--- config.mk ---
export PLATFORM = sky130hd
export DESIGN_NAME = mlus_top
export DESIGN_NICKNAME = d
export VERILOG_FILES = /design/src/hw/mlus_pkg.sv /design/src/hw/mlus_pin_sync.sv /design/src/hw/mlus_fifo.sv /design/src/hw/mlus_top.sv
export SDC_FILE = /design/constraint.sdc
export NUM_CORES = 1
export LEC_CHECK = 0
export BUFFER_PORTS_ARGS = -buffer_cell sky130_fd_sc_hd__buf_2
export CAP_MARGIN = 5
export CELL_PAD_IN_SITES_DETAIL_PLACEMENT = 1
export CELL_PAD_IN_SITES_GLOBAL_PLACEMENT = 1
export CORE_MARGIN = 10
export CORE_UTILIZATION = 30
export CTS_BUF_LIST = sky130_fd_sc_hd__clkbuf_16
export DETAILED_ROUTE_END_ITERATION = 8
export PLACE_DENSITY = 0.6
export SYNTH_ARGS = -nofsm -noshare
export SYNTH_HDL_FRONTEND = slang
export SYNTH_SLANG_ARGS = --single-unit
--- constraint.sdc ---
create_clock -name ref_clk_i -period 5 [get_ports ref_clk_i]
set_clock_uncertainty 0.15 [all_clocks]
set_input_delay 0.5 -clock ref_clk_i [delete_from_list [all_inputs] [get_ports ref_clk_i]]
set_output_delay 0.5 -clock ref_clk_i [all_outputs]
set_load 0.05 [all_outputs]
--- src/hw/mlus_pkg.sv ---
// Shared constants and types for the memory load/unload sequencer
package mlus_pkg;
  localparam int WORD_W     = 6;
  localparam int ADDR_W     = 6;
  localparam int MEM_DEPTH  = 64;
  localparam int CNT_W      = 7;
  localparam int FIFO_DEPTH = 8;
  localparam int REG_AW     = 3;
  localparam int SYNC_W     = 4;

  // Register offsets
  localparam logic [REG_AW-1:0] OFS_CTRL   = 3'h0;
  localparam logic [REG_AW-1:0] OFS_XREG   = 3'h1;
  localparam logic [REG_AW-1:0] OFS_MADDR  = 3'h2;
  localparam logic [REG_AW-1:0] OFS_PCNT   = 3'h3;
  localparam logic [REG_AW-1:0] OFS_INSTR  = 3'h4;
  localparam logic [REG_AW-1:0] OFS_CNTDN  = 3'h5;
  localparam logic [REG_AW-1:0] OFS_STATUS = 3'h6;
  localparam logic [REG_AW-1:0] OFS_MDATA  = 3'h7;

  // Control register fields
  localparam int CTRL_OP_LSB  = 0;
  localparam int CTRL_OP_W    = 3;
  localparam int CTRL_REPEAT  = 3;
  localparam int CTRL_RUN_END = 4;
  localparam int CTRL_SEF     = 5;
  localparam int CTRL_W       = 6;
  localparam logic [CTRL_W-1:0] CTRL_RST = 6'h00;

  // Pin synchroniser lanes
  localparam int PIN_START  = 0;
  localparam int PIN_CLEAR  = 1;
  localparam int PIN_STOP   = 2;
  localparam int PIN_RESUME = 3;

  localparam logic [2:0]        DIST_WAIT_IN = 3'h5;
  localparam logic [2:0]        DIST_IDLE    = 3'h0;
  localparam logic [WORD_W-1:0] LOAD_CONSECUTIVE = 6'h38;

  typedef enum logic [2:0] {
    MLUS_OP_MAN_IN  = 3'h0,
    MLUS_OP_MAN_OUT = 3'h1,
    MLUS_OP_EXT_LD  = 3'h2,
    MLUS_OP_EXT_UL  = 3'h3,
    MLUS_OP_PROGRAM = 3'h4,
    MLUS_OP_SINGLE  = 3'h5
  } mlus_op_t;

  typedef enum logic [2:0] {
    MLUS_ST_IDLE     = 3'h0,
    MLUS_ST_IN_WAIT  = 3'h1,
    MLUS_ST_OUT_WAIT = 3'h2,
    MLUS_ST_EXT_LD   = 3'h3,
    MLUS_ST_EXT_UL   = 3'h4,
    MLUS_ST_FILL     = 3'h5
  } mlus_state_t;
endpackage

--- src/hw/mlus_pin_sync.sv ---
// Three-stage pin synchroniser with agreement filter and rising-edge pulse
`timescale 1ns/1ps
module mlus_pin_sync #(
  parameter int W = 4
) (
  input  wire logic         ref_clk_i,
  input  wire logic         srst_i,
  input  wire logic [W-1:0] pin_i,
  output logic      [W-1:0] rise_o
);
  logic [W-1:0] s1_reg;
  logic [W-1:0] s2_reg;
  logic [W-1:0] s3_reg;
  logic [W-1:0] level_reg;
  logic [W-1:0] level_next;

  // Level only moves once stages two and three agree
  always_comb begin
    for (int i = 0; i < W; i++) begin
      level_next[i] = (s2_reg[i] == s3_reg[i]) ? s3_reg[i] : level_reg[i];
    end
  end

  always_ff @(posedge ref_clk_i) begin
    if (srst_i) begin
      s1_reg    <= '0;
      s2_reg    <= '0;
      s3_reg    <= '0;
      level_reg <= '0;
      rise_o    <= '0;
    end else begin
      s1_reg    <= pin_i;
      s2_reg    <= s1_reg;
      s3_reg    <= s2_reg;
      level_reg <= level_next;
      rise_o    <= level_next & ~level_reg;
    end
  end
endmodule

--- src/hw/mlus_fifo.sv ---
// Synchronous FIFO with valid/ready on both sides
`timescale 1ns/1ps
module mlus_fifo #(
  parameter int W = 6,
  parameter int D = 8
) (
  input  wire logic         ref_clk_i,
  input  wire logic         srst_i,
  input  wire logic [W-1:0] wr_data_i,
  input  wire logic         wr_valid_i,
  output logic              wr_ready_o,
  output logic      [W-1:0] rd_data_o,
  output logic              rd_valid_o,
  input  wire logic         rd_ready_i
);
  localparam int PW = $clog2(D);
  logic [W-1:0]  mem [D];
  logic [PW-1:0] wptr_reg;
  logic [PW-1:0] rptr_reg;
  logic [PW:0]   cnt_reg;
  logic          push;
  logic          pop;

  assign wr_ready_o = (cnt_reg != D[PW:0]);
  assign rd_valid_o = (cnt_reg != '0);
  assign rd_data_o  = mem[rptr_reg];
  assign push       = wr_valid_i & wr_ready_o;
  assign pop        = rd_valid_o & rd_ready_i;

  always_ff @(posedge ref_clk_i) begin
    if (push) begin
      mem[wptr_reg] <= wr_data_i;
    end
  end

  always_ff @(posedge ref_clk_i) begin
    if (srst_i) begin
      wptr_reg <= '0;
      rptr_reg <= '0;
      cnt_reg  <= '0;
    end else begin
      if (push) begin
        wptr_reg <= (wptr_reg == PW'(D - 1)) ? '0 : wptr_reg + 1'b1;
      end
      if (pop) begin
        rptr_reg <= (rptr_reg == PW'(D - 1)) ? '0 : rptr_reg + 1'b1;
      end
      cnt_reg <= cnt_reg + (PW+1)'(push) - (PW+1)'(pop);
    end
  end
endmodule

--- src/hw/mlus_top.sv ---
// Memory load/unload sequencer: panel, reader and printer word transfers
//
// Summary of operation
// - New store replaces old word; zero clears
// - Clear pin clears every register; the reader FIFO is not cleared, so its status bit can stay set
// - Manual input start waits with distributor five
// - Each input start stores X, then advances M
// - Transfer uses M as it stands now
// - Output start copies memory word into X
// - Without resume, one word per start
// - Program start runs from program counter
// - Repeat fill copies X everywhere continuously
//
// Our own choices: the register addresses and the address-and-strobe port.
`timescale 1ns/1ps
module mlus_top (
  input  wire logic                         ref_clk_i,
  input  wire logic                         srst_i,
  input  wire logic [mlus_pkg::REG_AW-1:0]  reg_addr_i,
  input  wire logic [7:0]                   reg_wdata_i,
  input  wire logic                         reg_wr_i,
  input  wire logic                         reg_rd_i,
  output logic      [7:0]                   reg_rdata_o,
  input  wire logic                         start_pin_i,
  input  wire logic                         clear_pin_i,
  input  wire logic                         stop_pin_i,
  input  wire logic                         resume_pin_i,
  input  wire logic [mlus_pkg::WORD_W-1:0]  rdr_data_i,
  input  wire logic                         rdr_valid_i,
  output logic                              rdr_ready_o,
  output logic      [mlus_pkg::WORD_W-1:0]  prn_data_o,
  output logic                              prn_valid_o,
  output logic      [2:0]                   dist_o,
  output logic                              run_o,
  output logic      [mlus_pkg::ADDR_W-1:0]  run_addr_o
);
  localparam int WW = mlus_pkg::WORD_W;
  localparam int AW = mlus_pkg::ADDR_W;
  localparam int CW = mlus_pkg::CNT_W;

  logic [WW-1:0] mem [mlus_pkg::MEM_DEPTH];
  logic [mlus_pkg::CTRL_W-1:0] ctrl_reg;
  logic [WW-1:0]               x_reg;
  logic [AW-1:0]               m_reg;
  logic [AW-1:0]               p_reg;
  logic [WW-1:0]               i_reg;
  logic [CW-1:0]               c_reg;
  logic                        pend_reg;
  mlus_pkg::mlus_state_t       state_reg;
  mlus_pkg::mlus_state_t       state_next;
  mlus_pkg::mlus_op_t          op;

  logic [mlus_pkg::SYNC_W-1:0] pin_rise;
  logic                        start_p;
  logic                        clr_p;
  logic                        stop_p;
  logic                        resume_p;
  logic                        clr;
  logic [WW-1:0]               fifo_data;
  logic                        fifo_valid;
  logic                        fifo_ready;

  logic          wr_ctrl;
  logic          wr_x;
  logic          wr_m;
  logic          idle_start;
  logic          fill_ok;
  logic          step_in;
  logic          step_out;
  logic          ext_ld_do;
  logic          ext_ul_do;
  logic          fill_do;
  logic          mem_wr;
  logic [WW-1:0] mem_wdata;
  logic [WW-1:0] mem_rd;
  logic          m_inc;
  logic          ext_last;
  logic          run_next;

  mlus_pin_sync #(
    .W (mlus_pkg::SYNC_W)
  ) u_sync (
    .ref_clk_i (ref_clk_i),
    .srst_i    (srst_i),
    .pin_i     ({resume_pin_i, stop_pin_i, clear_pin_i, start_pin_i}),
    .rise_o    (pin_rise)
  );

  // Reader words queue here so the tape can run ahead of the store steps
  mlus_fifo #(
    .W (WW),
    .D (mlus_pkg::FIFO_DEPTH)
  ) u_fifo (
    .ref_clk_i  (ref_clk_i),
    .srst_i     (srst_i),
    .wr_data_i  (rdr_data_i),
    .wr_valid_i (rdr_valid_i),
    .wr_ready_o (rdr_ready_o),
    .rd_data_o  (fifo_data),
    .rd_valid_o (fifo_valid),
    .rd_ready_i (fifo_ready)
  );

  assign start_p  = pin_rise[mlus_pkg::PIN_START];
  assign clr_p    = pin_rise[mlus_pkg::PIN_CLEAR];
  assign stop_p   = pin_rise[mlus_pkg::PIN_STOP];
  assign resume_p = pin_rise[mlus_pkg::PIN_RESUME];
  assign clr      = clr_p;
  assign op       = mlus_pkg::mlus_op_t'(ctrl_reg[mlus_pkg::CTRL_OP_LSB +: mlus_pkg::CTRL_OP_W]);

  assign wr_ctrl = reg_wr_i & (reg_addr_i == mlus_pkg::OFS_CTRL);
  assign wr_x    = reg_wr_i & (reg_addr_i == mlus_pkg::OFS_XREG);
  assign wr_m    = reg_wr_i & (reg_addr_i == mlus_pkg::OFS_MADDR);

  // Both even and odd codes of the instruction count
  assign fill_ok = ctrl_reg[mlus_pkg::CTRL_SEF]
                   & (i_reg[WW-1:1] == mlus_pkg::LOAD_CONSECUTIVE[WW-1:1]);

  assign idle_start = (state_reg == mlus_pkg::MLUS_ST_IDLE) & start_p & ~clr & ~stop_p;
  assign step_in    = (state_reg == mlus_pkg::MLUS_ST_IN_WAIT) & start_p & ~clr & ~stop_p;
  assign step_out   = ((idle_start & (op == mlus_pkg::MLUS_OP_MAN_OUT))
                      | ((state_reg == mlus_pkg::MLUS_ST_OUT_WAIT) & start_p)) & ~clr & ~stop_p;
  assign fifo_ready = (state_reg == mlus_pkg::MLUS_ST_EXT_LD) & pend_reg & ~clr & ~stop_p;
  assign ext_ld_do  = fifo_ready & fifo_valid;
  assign ext_ul_do  = (state_reg == mlus_pkg::MLUS_ST_EXT_UL) & pend_reg & ~clr & ~stop_p;
  assign fill_do    = (((state_reg == mlus_pkg::MLUS_ST_FILL) & fill_ok)
                      | (idle_start & (op == mlus_pkg::MLUS_OP_SINGLE) & fill_ok
                         & ~ctrl_reg[mlus_pkg::CTRL_REPEAT])) & ~clr & ~stop_p;
  assign ext_last   = (c_reg == '0);

  assign mem_wr    = step_in | ext_ld_do | fill_do;
  assign mem_wdata = ext_ld_do ? fifo_data : x_reg;
  assign mem_rd    = mem[m_reg];
  assign m_inc     = mem_wr | step_out | ext_ul_do;

  // Whole-word store overwrites the old contents, six bits per step
  always_ff @(posedge ref_clk_i) begin
    if (mem_wr) begin
      mem[m_reg] <= mem_wdata;
    end
  end

  always_comb begin
    state_next = state_reg;
    run_next   = 1'b0;
    unique case (state_reg)
      mlus_pkg::MLUS_ST_IDLE: begin
        if (idle_start) begin
          unique case (op)
            mlus_pkg::MLUS_OP_MAN_IN:  state_next = mlus_pkg::MLUS_ST_IN_WAIT;
            mlus_pkg::MLUS_OP_MAN_OUT: state_next = mlus_pkg::MLUS_ST_OUT_WAIT;
            mlus_pkg::MLUS_OP_EXT_LD:  state_next = mlus_pkg::MLUS_ST_EXT_LD;
            mlus_pkg::MLUS_OP_EXT_UL:  state_next = mlus_pkg::MLUS_ST_EXT_UL;
            mlus_pkg::MLUS_OP_PROGRAM: run_next = 1'b1;
            mlus_pkg::MLUS_OP_SINGLE: begin
              if (fill_ok & ctrl_reg[mlus_pkg::CTRL_REPEAT]) begin
                state_next = mlus_pkg::MLUS_ST_FILL;
              end
            end
            default: state_next = mlus_pkg::MLUS_ST_IDLE;
          endcase
        end
      end
      mlus_pkg::MLUS_ST_IN_WAIT,
      mlus_pkg::MLUS_ST_OUT_WAIT,
      mlus_pkg::MLUS_ST_FILL: begin
        if (stop_p) begin
          state_next = mlus_pkg::MLUS_ST_IDLE;
        end
      end
      mlus_pkg::MLUS_ST_EXT_LD,
      mlus_pkg::MLUS_ST_EXT_UL: begin
        if (stop_p) begin
          state_next = mlus_pkg::MLUS_ST_IDLE;
        end else if ((ext_ld_do | ext_ul_do) & ext_last) begin
          state_next = mlus_pkg::MLUS_ST_IDLE;
          run_next   = ctrl_reg[mlus_pkg::CTRL_RUN_END];
        end
      end
      default: state_next = mlus_pkg::MLUS_ST_IDLE;
    endcase
  end

  always_ff @(posedge ref_clk_i) begin
    if (srst_i || clr) begin
      state_reg <= mlus_pkg::MLUS_ST_IDLE;
    end else begin
      state_reg <= state_next;
    end
  end

  // First word of an external transfer is armed by start, later ones by resume or start
  always_ff @(posedge ref_clk_i) begin
    if (srst_i || clr) begin
      pend_reg <= 1'b0;
    end else if (idle_start & ((op == mlus_pkg::MLUS_OP_EXT_LD) | (op == mlus_pkg::MLUS_OP_EXT_UL))) begin
      pend_reg <= 1'b1;
    end else if (((state_reg == mlus_pkg::MLUS_ST_EXT_LD) | (state_reg == mlus_pkg::MLUS_ST_EXT_UL))
                 & (resume_p | start_p)) begin
      pend_reg <= 1'b1;
    end else if (ext_ld_do | ext_ul_do) begin
      pend_reg <= 1'b0;
    end
  end

  always_ff @(posedge ref_clk_i) begin
    if (srst_i || clr) begin
      ctrl_reg <= mlus_pkg::CTRL_RST;
    end else if (wr_ctrl) begin
      ctrl_reg <= reg_wdata_i[mlus_pkg::CTRL_W-1:0];
    end
  end

  // Hardware transfers win over a software write in the same cycle
  always_ff @(posedge ref_clk_i) begin
    if (srst_i || clr) begin
      x_reg <= '0;
    end else if (step_out | ext_ul_do) begin
      x_reg <= mem_rd;
    end else if (ext_ld_do) begin
      x_reg <= fifo_data;
    end else if (wr_x) begin
      x_reg <= reg_wdata_i[WW-1:0];
    end
  end

  // Address is whatever M holds at the step, so software may retarget it between words
  always_ff @(posedge ref_clk_i) begin
    if (srst_i || clr) begin
      m_reg <= '0;
    end else if (m_inc) begin
      m_reg <= m_reg + 1'b1;
    end else if (wr_m) begin
      m_reg <= reg_wdata_i[AW-1:0];
    end
  end

  always_ff @(posedge ref_clk_i) begin
    if (srst_i || clr) begin
      p_reg <= '0;
      i_reg <= '0;
    end else if (reg_wr_i) begin
      if (reg_addr_i == mlus_pkg::OFS_PCNT) begin
        p_reg <= reg_wdata_i[AW-1:0];
      end
      if (reg_addr_i == mlus_pkg::OFS_INSTR) begin
        i_reg <= reg_wdata_i[WW-1:0];
      end
    end
  end

  always_ff @(posedge ref_clk_i) begin
    if (srst_i || clr) begin
      c_reg <= '0;
    end else if ((ext_ld_do | ext_ul_do) & ~ext_last) begin
      c_reg <= c_reg - 1'b1;
    end else if (reg_wr_i && reg_addr_i == mlus_pkg::OFS_CNTDN) begin
      c_reg <= reg_wdata_i[CW-1:0];
    end
  end

  always_ff @(posedge ref_clk_i) begin
    if (srst_i || clr) begin
      dist_o      <= mlus_pkg::DIST_IDLE;
      run_o       <= 1'b0;
      run_addr_o  <= '0;
      prn_data_o  <= '0;
      prn_valid_o <= 1'b0;
    end else begin
      dist_o      <= (state_next == mlus_pkg::MLUS_ST_IN_WAIT) ? mlus_pkg::DIST_WAIT_IN
                                                               : mlus_pkg::DIST_IDLE;
      run_o       <= run_next;
      run_addr_o  <= run_next ? p_reg : run_addr_o;
      prn_valid_o <= ext_ul_do;
      prn_data_o  <= ext_ul_do ? mem_rd : prn_data_o;
    end
  end

  // Read data stands only in the cycle after the strobe
  always_ff @(posedge ref_clk_i) begin
    if (srst_i || !reg_rd_i) begin
      reg_rdata_o <= '0;
    end else begin
      unique case (reg_addr_i)
        mlus_pkg::OFS_CTRL:   reg_rdata_o <= 8'(ctrl_reg);
        mlus_pkg::OFS_XREG:   reg_rdata_o <= 8'(x_reg);
        mlus_pkg::OFS_MADDR:  reg_rdata_o <= 8'(m_reg);
        mlus_pkg::OFS_PCNT:   reg_rdata_o <= 8'(p_reg);
        mlus_pkg::OFS_INSTR:  reg_rdata_o <= 8'(i_reg);
        mlus_pkg::OFS_CNTDN:  reg_rdata_o <= 8'(c_reg);
        mlus_pkg::OFS_STATUS: reg_rdata_o <= {1'b0, fifo_valid, pend_reg, dist_o, state_reg[1:0]};
        mlus_pkg::OFS_MDATA:  reg_rdata_o <= 8'(mem_rd);
      endcase
    end
  end
endmodule

==> results of run 1 <==
==> how the worst max path moves through the flow <==
| stage | slack [ns] | cells after the start | endpoint |
|---|---|---|---|
| after global placement | 1.11 | 8 | mem[39][2] |
| after global routing | 0.88 | 6 | mem[23][3] |
| final | 1.06 | 6 | mem[39][3] |
| after detailed placement | 1.05 | 8 | mem[39][2] |
| after floorplan | 0.15 | 4 | mem[0][3] |
| after CTS | 1.04 | 8 | mem[39][3] |
==> power breakdown <==
group | switching [mW] | internal [mW]
Combinational | 0.243 | 0.136
Clock | 1.72 | 2.21
Sequential | 0.0388 | 4.82
==> metrics by stage <==
step	hold slack [ns]	cells
2_1_floorplan	0.240	1388
4_1_cts	0.0901	2434
6_report	0.135	2434
5_1_grt	0.116	2434
3_3_place_gp	0.252	2323
3_5_place_dp	0.260	2323
==> final cells by class <==
class                           count  area (µm²)
Tap cell                          950        1190
Inverter                           20        75.1
Fill cell                        7387       46900
Clock buffer                       57        1430
Clock inverter                     43         283
Multi-Input combinational cell    755        6360
Timing Repair Buffer               75         495
Sequential cell                   534       15000
==> cells by family (layout without fill, tap and decap cells) <==
group           after synthesis  count (layout)  share of synthesized area, %
flops                       534             534                          68.8
simple gates                339             339                          8.07
compound gates              207             207                          6.43
mux                         191             191                          13.5
buf+inv                      99             195                          2.26
fa+ha+maj                    13              13                         0.780
xor+xnor                      3               3                         0.120
other cells                   1               2                        0.0172
==> synthesized netlist by cell type, types with 11 or more instances <==
cell type  number
nand3_1        14
nand2_1        62
nor2b_1        36
mux4_2         82
ha_1           12
a31oi_1        17
o21ai_0        15
mux2i_1       103
nor3_1         17
inv_1          19
a211oi_1       11
nor2_1        123
a22oi_1        29
dfxtp_1       102
buf_2          25
clkbuf_1       32
edfxtp_1      432
nand2b_1       24
a21oi_1        67
==> critical path, delay by kind of cell (launching register included) <==
family,cells,cell delay [ns]
flops,1,0.41
buf+inv,1,0.34
simple gates,5,2.65
==> per-layer routing <==
metal,vias to the layer above,part of all wire [%],global-route usage [%]
li1,5499,-,-
met1,6382,46,17.7
met2,235,48,21.1
met3,78,4.4,2.35
met4,0,2.0,3.16
met5,-,0,0
==> run summary, run 1 <==
* **status** finished, final reports clean
* **final max-slew violation count** 0
* **Ys Warns** 0
* **CTS H-tree depth** 2
* **number of global-route vias before repair** 12925
* **die outline width** 290 µm
* **Reg2Reg Capture Point** mem[39][3]
* **power per unit of standard cell area** 369 mW/mm²
* **number of ports placed on the die boundary** 52
* **Crit. Startpoint** u_sync.rise_o[2]
* **count of buffers inserted at the top-level ports** 48
* **shortest clock period the worst path allows after layout** 3.94 ns
* **clock tree from TritonCTS** yes
* **type of the tightest min-delay check** input port to flop
* **count of clock tree sinks** 534
* **CP Cell Sequence** or3b_1 > or4_4 > inv_2 > or2_2 > nand2b_1 > nor2_1
* **standard cell area after detailed placement** 0.0230 mm²
* **most common cell after layout, fill and taps aside** edfxtp_1
* **n_diodes** 0
* **Post-CTS Setup Repair Bufs** 0
* **number of hold-repair buffers added at the cts stage** 11
* **antenna violations before repair** 0
* **share of the synthesized area in the top cell type** 59.5%
* **Final Hold Violating Endpoints** 0
* **first-pass GRT wire length** 83000 µm
* **flop-to-flop setup slack** 1.06 ns
* **hold path startpoint** reg_wdata_i[0]
* **RSZ-0062 raised after global routing** no
* **Worst Tran Pin Value** 1.26 ns
* **total routing resource utilization after global routing** 13.0%
* **register bit total from synthesis** 534
* **Final Net Count** 1479
* **Initial Util** 30.4%
* **largest fanout of any net on the critical path** 17
* **most frequent cells in the layout** 432 x edfxtp_1, 123 x nor2_1, 103 x mux2i_1
* **mean area per synthesized cell** 15.7 µm²
* **clock insertion delay at the later pin of the skew report** 0.61 ns
* **number of gates resized after cts** 0
* **crit share post-route** 78.8%
* **setup slack after placement** 1.05 ns
* **number of synthesized flops with an enable pin** 432
* **final count of negative-setup-slack endpoints** 0
* **class of the most critical setup path** flop to flop
* **post-route antenna net violation count** 0
* **die area** 0.0839 mm²
* **share of post-route cells with drive strength above 1** 18.4%
* **leading register cell type out of synthesis** edfxtp_1
* **Chip Height** 290 µm
* **power consumption** 9.17 mW
* **gate count of the mapped netlist** 1387
* **endpoint type of the worst setup path** flop
* **crit path launch type** flop
* **Floorplan Core Area** 0.0717 mm²
* **top post-synthesis cells by area** edfxtp_1 59%, dfxtp_1 9.4%, mux4_2 8.5%
* **count of unresolved DRC violations after routing** 0
* **final wirelength** 54800 µm
* **FP Rows** 98
* **drt first pass iters** 5
* **Syn Std Cell Area** 0.0218 mm²
* **largest vdd supply drop** 0.284 mV
* **Post-Layout Inst Area** 0.0249 mm²
* **register with the most flip-flops** mem
* **estimated wirelength of the detail-placed design** 35200 µm
* **worst slew slack as a fraction of its limit** 15.5%
* **cell type with the largest total area after synthesis** edfxtp_1
* **largest net degree at the start of global routing** 65
* **endpoint of the worst hold path** c_reg[0]
* **static leakage** 8.17 nW
* **biggest registers after layout** mem (384), u_fifo.mem (48)
* **FF-to-FF path depth** 6
* **clock slew at reported path FFs** 0.06 ns
* **critical path's slowest cell** nor2_1
* **Worst Setup Slack, final** 1.06 ns
* **Async SR Flop Fraction** 0%
* **timing-limited maximum frequency** 254 MHz
* **data arrival time at the worst-slack endpoint** 4.02 ns
* **DRT iter0 DRCs** 770
* **root cell of the clock tree** clkbuf_16
* **post-DR wirelength/cell** 22.5 µm
* **library cells used by synthesis** 75
* **R2R Path Start** u_sync.rise_o[2]
* **count of vias placed by the detailed router** 12194
* **Remaining Overflow, GRT** 0
* **maxcap violations** 0
* **largest buffer count on any clock path** 3
* **data required time of the critical path** 5.09 ns
* **hold path depth** 3
* **via density per instance** 5.01
* **sequential area share after synthesis** 68.8%
* **post-layout util** 34.6%
* **Layout area overhead** 13.9%
* **number of buffers created by CTS** 54
* **maximum cell stage delay along the critical path** 0.70 ns
* **final weighted congestion in routability-driven placement** 0.788
* **Setup TNS Final** 0 ns
* **Largest register FFs** 384
Power figures use the tool's default switching activity.
==> run 2, diff against run 1 <==
--- a/config.mk
+++ b/config.mk
@@ -13,7 +13,7 @@
 export CORE_UTILIZATION = 30
 export CTS_BUF_LIST = sky130_fd_sc_hd__clkbuf_16
 export DETAILED_ROUTE_END_ITERATION = 8
-export PLACE_DENSITY = 0.6
+export PLACE_DENSITY = 0.59
 export SYNTH_ARGS = -nofsm -noshare
 export SYNTH_HDL_FRONTEND = slang
 export SYNTH_SLANG_ARGS = --single-unit
==> constraint.sdc (replaced) <==
create_clock -name ref_clk_i -period 3.93 [get_ports ref_clk_i]
set_clock_uncertainty 0.15 [all_clocks]
set_input_delay 0.393 -clock ref_clk_i [delete_from_list [all_inputs] [get_ports ref_clk_i]]
set_output_delay 0.393 -clock ref_clk_i [all_outputs]
set_load 0.05 [all_outputs]
==> run 2 against run 1 <==
  * Utilization rose by 0.94 points
  * Sequential share of layout area is 1.6 points lower
  * Sequential power increased by 27%
  * Non-clock buffer count increased by 70
  * First-iteration DRC count grew 29%
  * Cell count increased by 2.9%
  * Die area is the same
  * Sequential cell count unchanged
  * Final area up 2.7%
  * Largest cell class unchanged
==> run summary, run 2 (same netlist as run 1, synthesis figures left out) <==
* **final max-slew violation count** 0
* **total routing resource utilization after global routing** 13.5%
* **Largest register FFs** 384
* **R2R Path Start** u_sync.rise_o[2]
* **standard cell area after detailed placement** 0.0236 mm²
* **largest net degree at the start of global routing** 65
* **shortest clock period the worst path allows after layout** 3.53 ns
* **number of ports placed on the die boundary** 52
* **CP Cell Sequence** nor4b_4 > nand4_1 > a2111oi_2 > or2_2 > nand4b_4 > nor2_1
* **post-route antenna net violation count** 0
* **antenna violations before repair** 0
* **first-pass GRT wire length** 86000 µm
* **Reg2Reg Capture Point** mem[38][2]
* **largest fanout of any net on the critical path** 10
* **number of gates on the worst path with buffers counted** 6
* **Worst Tran Pin Value** 1.15 ns
* **Post-Layout Inst Area** 0.0255 mm²
* **number of buffers created by CTS** 55
* **count of vias placed by the detailed router** 12436
* **number of global-route vias before repair** 13476
* **Final Hold Violating Endpoints** 0
* **data arrival time at the worst-slack endpoint** 3.61 ns
* **power per unit of standard cell area** 465 mW/mm²
* **final weighted congestion in routability-driven placement** 0.778
* **FP Rows** 98
* **n_diodes** 0
* **crit path launch type** flop
* **timing-limited maximum frequency** 284 MHz
* **count of clock tree sinks** 534
* **largest vdd supply drop** 0.306 mV
* **clock insertion delay at the later pin of the skew report** 0.62 ns
* **most frequent cells in the layout** 432 x edfxtp_1, 123 x nor2_1, 103 x mux2i_1
* **most common cell after layout, fill and taps aside** edfxtp_1
* **data required time of the critical path** 4.01 ns
* **DRT iter0 DRCs** 990
* **clock tree from TritonCTS** yes
* **die outline width** 290 µm
* **estimated wirelength of the detail-placed design** 36600 µm
* **class of the most critical setup path** flop to flop
* **via density per instance** 4.97
* **biggest registers after layout** mem (384), u_fifo.mem (48)
* **RSZ-0062 raised after global routing** no
* **CTS H-tree depth** 2
* **drt first pass iters** 4
* **static leakage** 8.54 nW
* **hold path depth** 3
* **number of buffers and inverters on the critical path** 0
* **Final Net Count** 1550
* **FF-to-FF path depth** 6
* **root cell of the clock tree** clkbuf_16
* **largest buffer count on any clock path** 3
* **status** finished, final reports clean
* **count of unresolved DRC violations after routing** 0
* **register with the most flip-flops** mem
* **post-DR wirelength/cell** 22.5 µm
* **type of the tightest min-delay check** input port to flop
* **maximum cell stage delay along the critical path** 0.66 ns
* **gate family responsible for the most delay along the worst path** simple AND/OR/NAND/NOR gates
* **endpoint of the worst hold path** ctrl_reg[2]
* **Floorplan Core Area** 0.0717 mm²
* **number of hold-repair buffers added at the cts stage** 13
* **flop-to-flop setup slack** 0.40 ns
* **final wirelength** 56300 µm
* **clock slew at reported path FFs** 0.06 ns
* **Layout area overhead** 17.0%
* **Initial Util** 30.4%
* **endpoint type of the worst setup path** flop
* **number of gates resized after cts** 0
* **worst slew slack as a fraction of its limit** 23.1%
* **critical path's slowest cell** a2111oi_2
* **final count of negative-setup-slack endpoints** 0
* **Setup TNS Final** 0 ns
* **Post-CTS Setup Repair Bufs** 0
* **maxcap violations** 0
* **hold path startpoint** reg_wdata_i[2]
* **share of post-route cells with drive strength above 1** 21.9%
* **crit share post-route** 89.7%
* **Remaining Overflow, GRT** 0
* **count of buffers inserted at the top-level ports** 48
* **die area** 0.0839 mm²
* **Chip Height** 290 µm
## run 2: cell types whose count changed in the layout (fill, tap and decap cells not counted), moves of 2 or more
cell,delta
buf_12,+7
buf_4,+61
bufinv_16,+3
clkinv_1,+6
clkinv_2,-7
clkinvlp_4,+2
dlygate4sd3_1,+2
inv_1,-6
inv_6,+2
## run 2: where the power goes
group	internal, mW	leakage, nW	switching, mW
registers	6.13	4.99	0.0466
logic	0.193	2.65	0.320
clock network	2.97	0.904	2.21
total	9.29	8.54	2.58
## run 2: per-layer routing
| metal | up-vias | global-route usage, % | part of all wire, % | wire, µm |
|---|---|---|---|---|
| li1 | 5632 | - | - | - |
| met1 | 6451 | 17.8 | 45 | 25500 |
| met2 | 279 | 22.7 | 49 | 27400 |
| met3 | 74 | 2.06 | 3.8 | 2160 |
| met4 | 0 | 3.72 | 2.1 | 1160 |
| met5 | - | 0 | 0 | 0 |
## run 2: through the flow
step | util [%] | hold WS, ns | worst slack, ns | instances | power (mW)
floorplan | - | 0.240 | -0.925 | 1388 | 6.61
finish | 35.6 | 0.0382 | 0.403 | 2504 | 11.9
global placement | 32.9 | 0.250 | 0.515 | 2391 | 6.79
detailed placement | 32.9 | 0.263 | 0.458 | 2391 | 6.81
CTS | 35.6 | 0.00182 | 0.414 | 2504 | 12.0
global route | 35.6 | 0.0422 | 0.258 | 2504 | 12.3
## run 2: worst register-to-register path: stages (launching register included)
cell       delay, ns
dfxtp_1         0.40
nor4b_4         0.37
nand4_1         0.17
a2111oi_2       0.66
or2_2           0.45
nand4b_4        0.34
nor2_1          0.61
## run 2: worst max path at each step
stage | from | end | slack, ns
global placement | u_sync.rise_o[2] | mem[54][5] | 0.52
finish | u_sync.rise_o[2] | mem[38][2] | 0.40
floorplan | u_sync.rise_o[2] | mem[0][3] | -0.92
detailed placement | u_sync.rise_o[2] | mem[54][5] | 0.46
global route | state_reg[2] | mem[54][4] | 0.26
CTS | u_sync.rise_o[2] | mem[54][4] | 0.41
## run 2: layout make-up
type                            count  area, µm²
Fill cell                        7389      46200
Tap cell                          950       1190
Inverter                           20       75.1
Timing Repair Buffer              145       1110
Multi-Input combinational cell    755       6360
Sequential cell                   534      15000
Clock inverter                     44        363
Clock buffer                       56       1400
==> run 3, diff against run 2 <==
--- a/config.mk
+++ b/config.mk
@@ -10,10 +10,10 @@
 export CELL_PAD_IN_SITES_DETAIL_PLACEMENT = 1
 export CELL_PAD_IN_SITES_GLOBAL_PLACEMENT = 1
 export CORE_MARGIN = 10
-export CORE_UTILIZATION = 30
+export CORE_UTILIZATION = 53
 export CTS_BUF_LIST = sky130_fd_sc_hd__clkbuf_16
 export DETAILED_ROUTE_END_ITERATION = 8
-export PLACE_DENSITY = 0.59
+export PLACE_DENSITY = 0.88
 export SYNTH_ARGS = -nofsm -noshare
 export SYNTH_HDL_FRONTEND = slang
 export SYNTH_SLANG_ARGS = --single-unit
==> run 3 against run 2 <==
  * Sequential cell count is the same
  * Cell count shrank 18%
  * Register-to-register slack lost 0.21 ns
  * Final area shrank 3.7%
  * Worst setup slack lost 0.21 ns
  * Critical path depth is the same
  * Largest power group unchanged
==> run summary, run 3 (same netlist as run 1, synthesis figures left out) <==
* **count of unresolved DRC violations after routing** 0
* **Chip Height** 223 µm
* **status** finished, final reports clean
* **power consumption** 11.7 mW
* **root cell of the clock tree** clkbuf_16
* **clock tree from TritonCTS** yes
* **static leakage** 8.29 nW
* **timing-limited maximum frequency** 268 MHz
* **endpoint type of the worst setup path** flop
* **final wirelength** 58200 µm
* **count of vias placed by the detailed router** 12890
* **Initial Util** 53.6%
* **most common cell after layout, fill and taps aside** edfxtp_1
* **post-DR wirelength/cell** 28.4 µm
* **share of post-route cells with drive strength above 1** 20.4%
* **count of buffers inserted at the top-level ports** 48
* **Worst Setup Slack, final** 0.194 ns
* **post-placement cell count** 1933
* **P_int** 9.13 mW
* **Post-CTS Setup Repair Bufs** 0
* **data required time of the critical path** 4.02 ns
* **WHS** 0.0358 ns
* **largest buffer count on any clock path** 3
* **crit share post-route** 95.1%
* **setup slack after placement** 0.287 ns
* **power per unit of standard cell area** 477 mW/mm²
* **critical path's slowest cell** a2111oi_2
* **FP Rows** 74
* **clock insertion delay at the later pin of the skew report** 0.62 ns
* **number of buffers and inverters on the critical path** 0
* **most frequent cells in the layout** 432 x edfxtp_1, 123 x nor2_1, 103 x mux2i_1
* **count of clock tree sinks** 534
* **Final Net Count** 1508
* **number of global-route vias before repair** 13903
* **class of the most critical setup path** flop to flop
* **DRT iter0 DRCs** 1408
* **CP Cell Sequence** nor4b_4 > nand4_1 > a2111oi_2 > or2_2 > nand3_2 > nor2_1
* **switching pwr** 2.59 mW
* **number of fill cells** 3714
* **number of buffers created by CTS** 54
* **n_diodes** 0
* **first-pass GRT wire length** 88200 µm
* **drt first pass iters** 8
* **via density per instance** 6.30
* **data arrival time at the worst-slack endpoint** 3.83 ns
* **die area** 0.0497 mm²
* **Remaining Overflow, GRT** 0
* **final max-slew violation count** 0
* **register with the most flip-flops** mem
* **shortest clock period the worst path allows after layout** 3.74 ns
* **maxcap violations** 0
* **type of the tightest min-delay check** input port to flop
* **Setup TNS Final** 0 ns
* **biggest registers after layout** mem (384), u_fifo.mem (48)
* **portion of total power attributed to sequential cells** 52.8%
* **Post-Layout Inst Area** 0.0246 mm²
* **Layout area overhead** 12.7%
* **post-layout util** 60.3%
* **largest vdd supply drop** 0.412 mV
* **largest fanout of any net on the critical path** 10
* **Worst Tran Pin Value** 1.16 ns
* **Largest register FFs** 384
* **Final Hold Violating Endpoints** 0
* **worst slew slack as a fraction of its limit** 21.8%
* **number of ports placed on the die boundary** 52
* **maximum cell stage delay along the critical path** 0.66 ns
* **antenna violations before repair** 0
* **final count of negative-setup-slack endpoints** 0
* **Floorplan Core Area** 0.0407 mm²
* **final weighted congestion in routability-driven placement** 0.856
* **combinational group share of total power** 4.5%
* **crit path launch type** flop
* **total routing resource utilization after global routing** 23.3%
* **standard cell area after detailed placement** 0.0228 mm²
* **post-route antenna net violation count** 0
* **switching portion of total power** 22.1%
* **Finished Layout Cells** 2045
* **RSZ-0062 raised after global routing** no
* **largest net degree at the start of global routing** 65
* **CTS H-tree depth** 2
* **clock network power share** 42.7%
* **clock slew at reported path FFs** 0.06 ns
* **estimated wirelength of the detail-placed design** 36900 µm
* **gate family responsible for the most delay along the worst path** simple AND/OR/NAND/NOR gates
* **die outline width** 223 µm
[run 3: cell types whose count changed in the layout (fill, tap and decap cells not counted), sizes merged]
cell | before | now
clkbuf | 56 | 55
inv | 38 | 29
clkinv | 17 | 30
bufinv | 6 | 4
dlygate4sd3 | 13 | 12
buf | 132 | 92
clkinvlp | 3 | 2
[run 3: repair_timing]
item,4_1_cts,5_1_grt
endpoints found under the hold margin,54,0
resized for setup,0,0
hold buffers,12,0
[run 3: worst paths after layout]
check | from | endpoint | slack, ns | cells after the start
min reg2reg | u_sync.level_reg[3] | u_sync.rise_o[3] | 0.27 | 1
max | u_sync.rise_o[2] | mem[52][2] | 0.19 | 6
max reg2reg | u_sync.rise_o[2] | mem[52][2] | 0.19 | 6
min | reg_wdata_i[3] | m_reg[3] | 0.04 | 3
[run 3: power by group through the flow]
stage               registers, mW  clock network [mW]  logic, mW
floorplan                    6.29                   0      0.322
global placement             6.30                   0      0.459
detailed placement           6.30                   0      0.497
CTS                          6.18                5.06      0.517
global route                 6.19                5.29      0.566
finish                       6.19                5.00      0.530
[run 3: metal layers]
layer	share of wire [%]	global-route usage (%)	vias up
li1	-	-	5555
met1	37	27.9	6649
met2	52	41.0	552
met3	6.4	3.82	134
met4	4.0	9.37	0
met5	0	0	-
[run 3: layout make-up]
type | instances | area [µm²] | share of cell area, %
Timing Repair Buffer | 104 | 753 | 3.06
Clock buffer | 55 | 1380 | 5.60
Tap cell | 532 | 666 | 2.71
Sequential cell | 534 | 15000 | 61.1
Clock inverter | 45 | 332 | 1.35
Multi-Input combinational cell | 755 | 6360 | 25.9
Inverter | 20 | 75.1 | 0.305
[run 3: tightest hold or removal path: cells and delay by family]
kind / cells / cell delay [ns]
compound gates: 1 / 0.09
buf+inv: 1 / 0.17
simple gates: 1 / 0.09
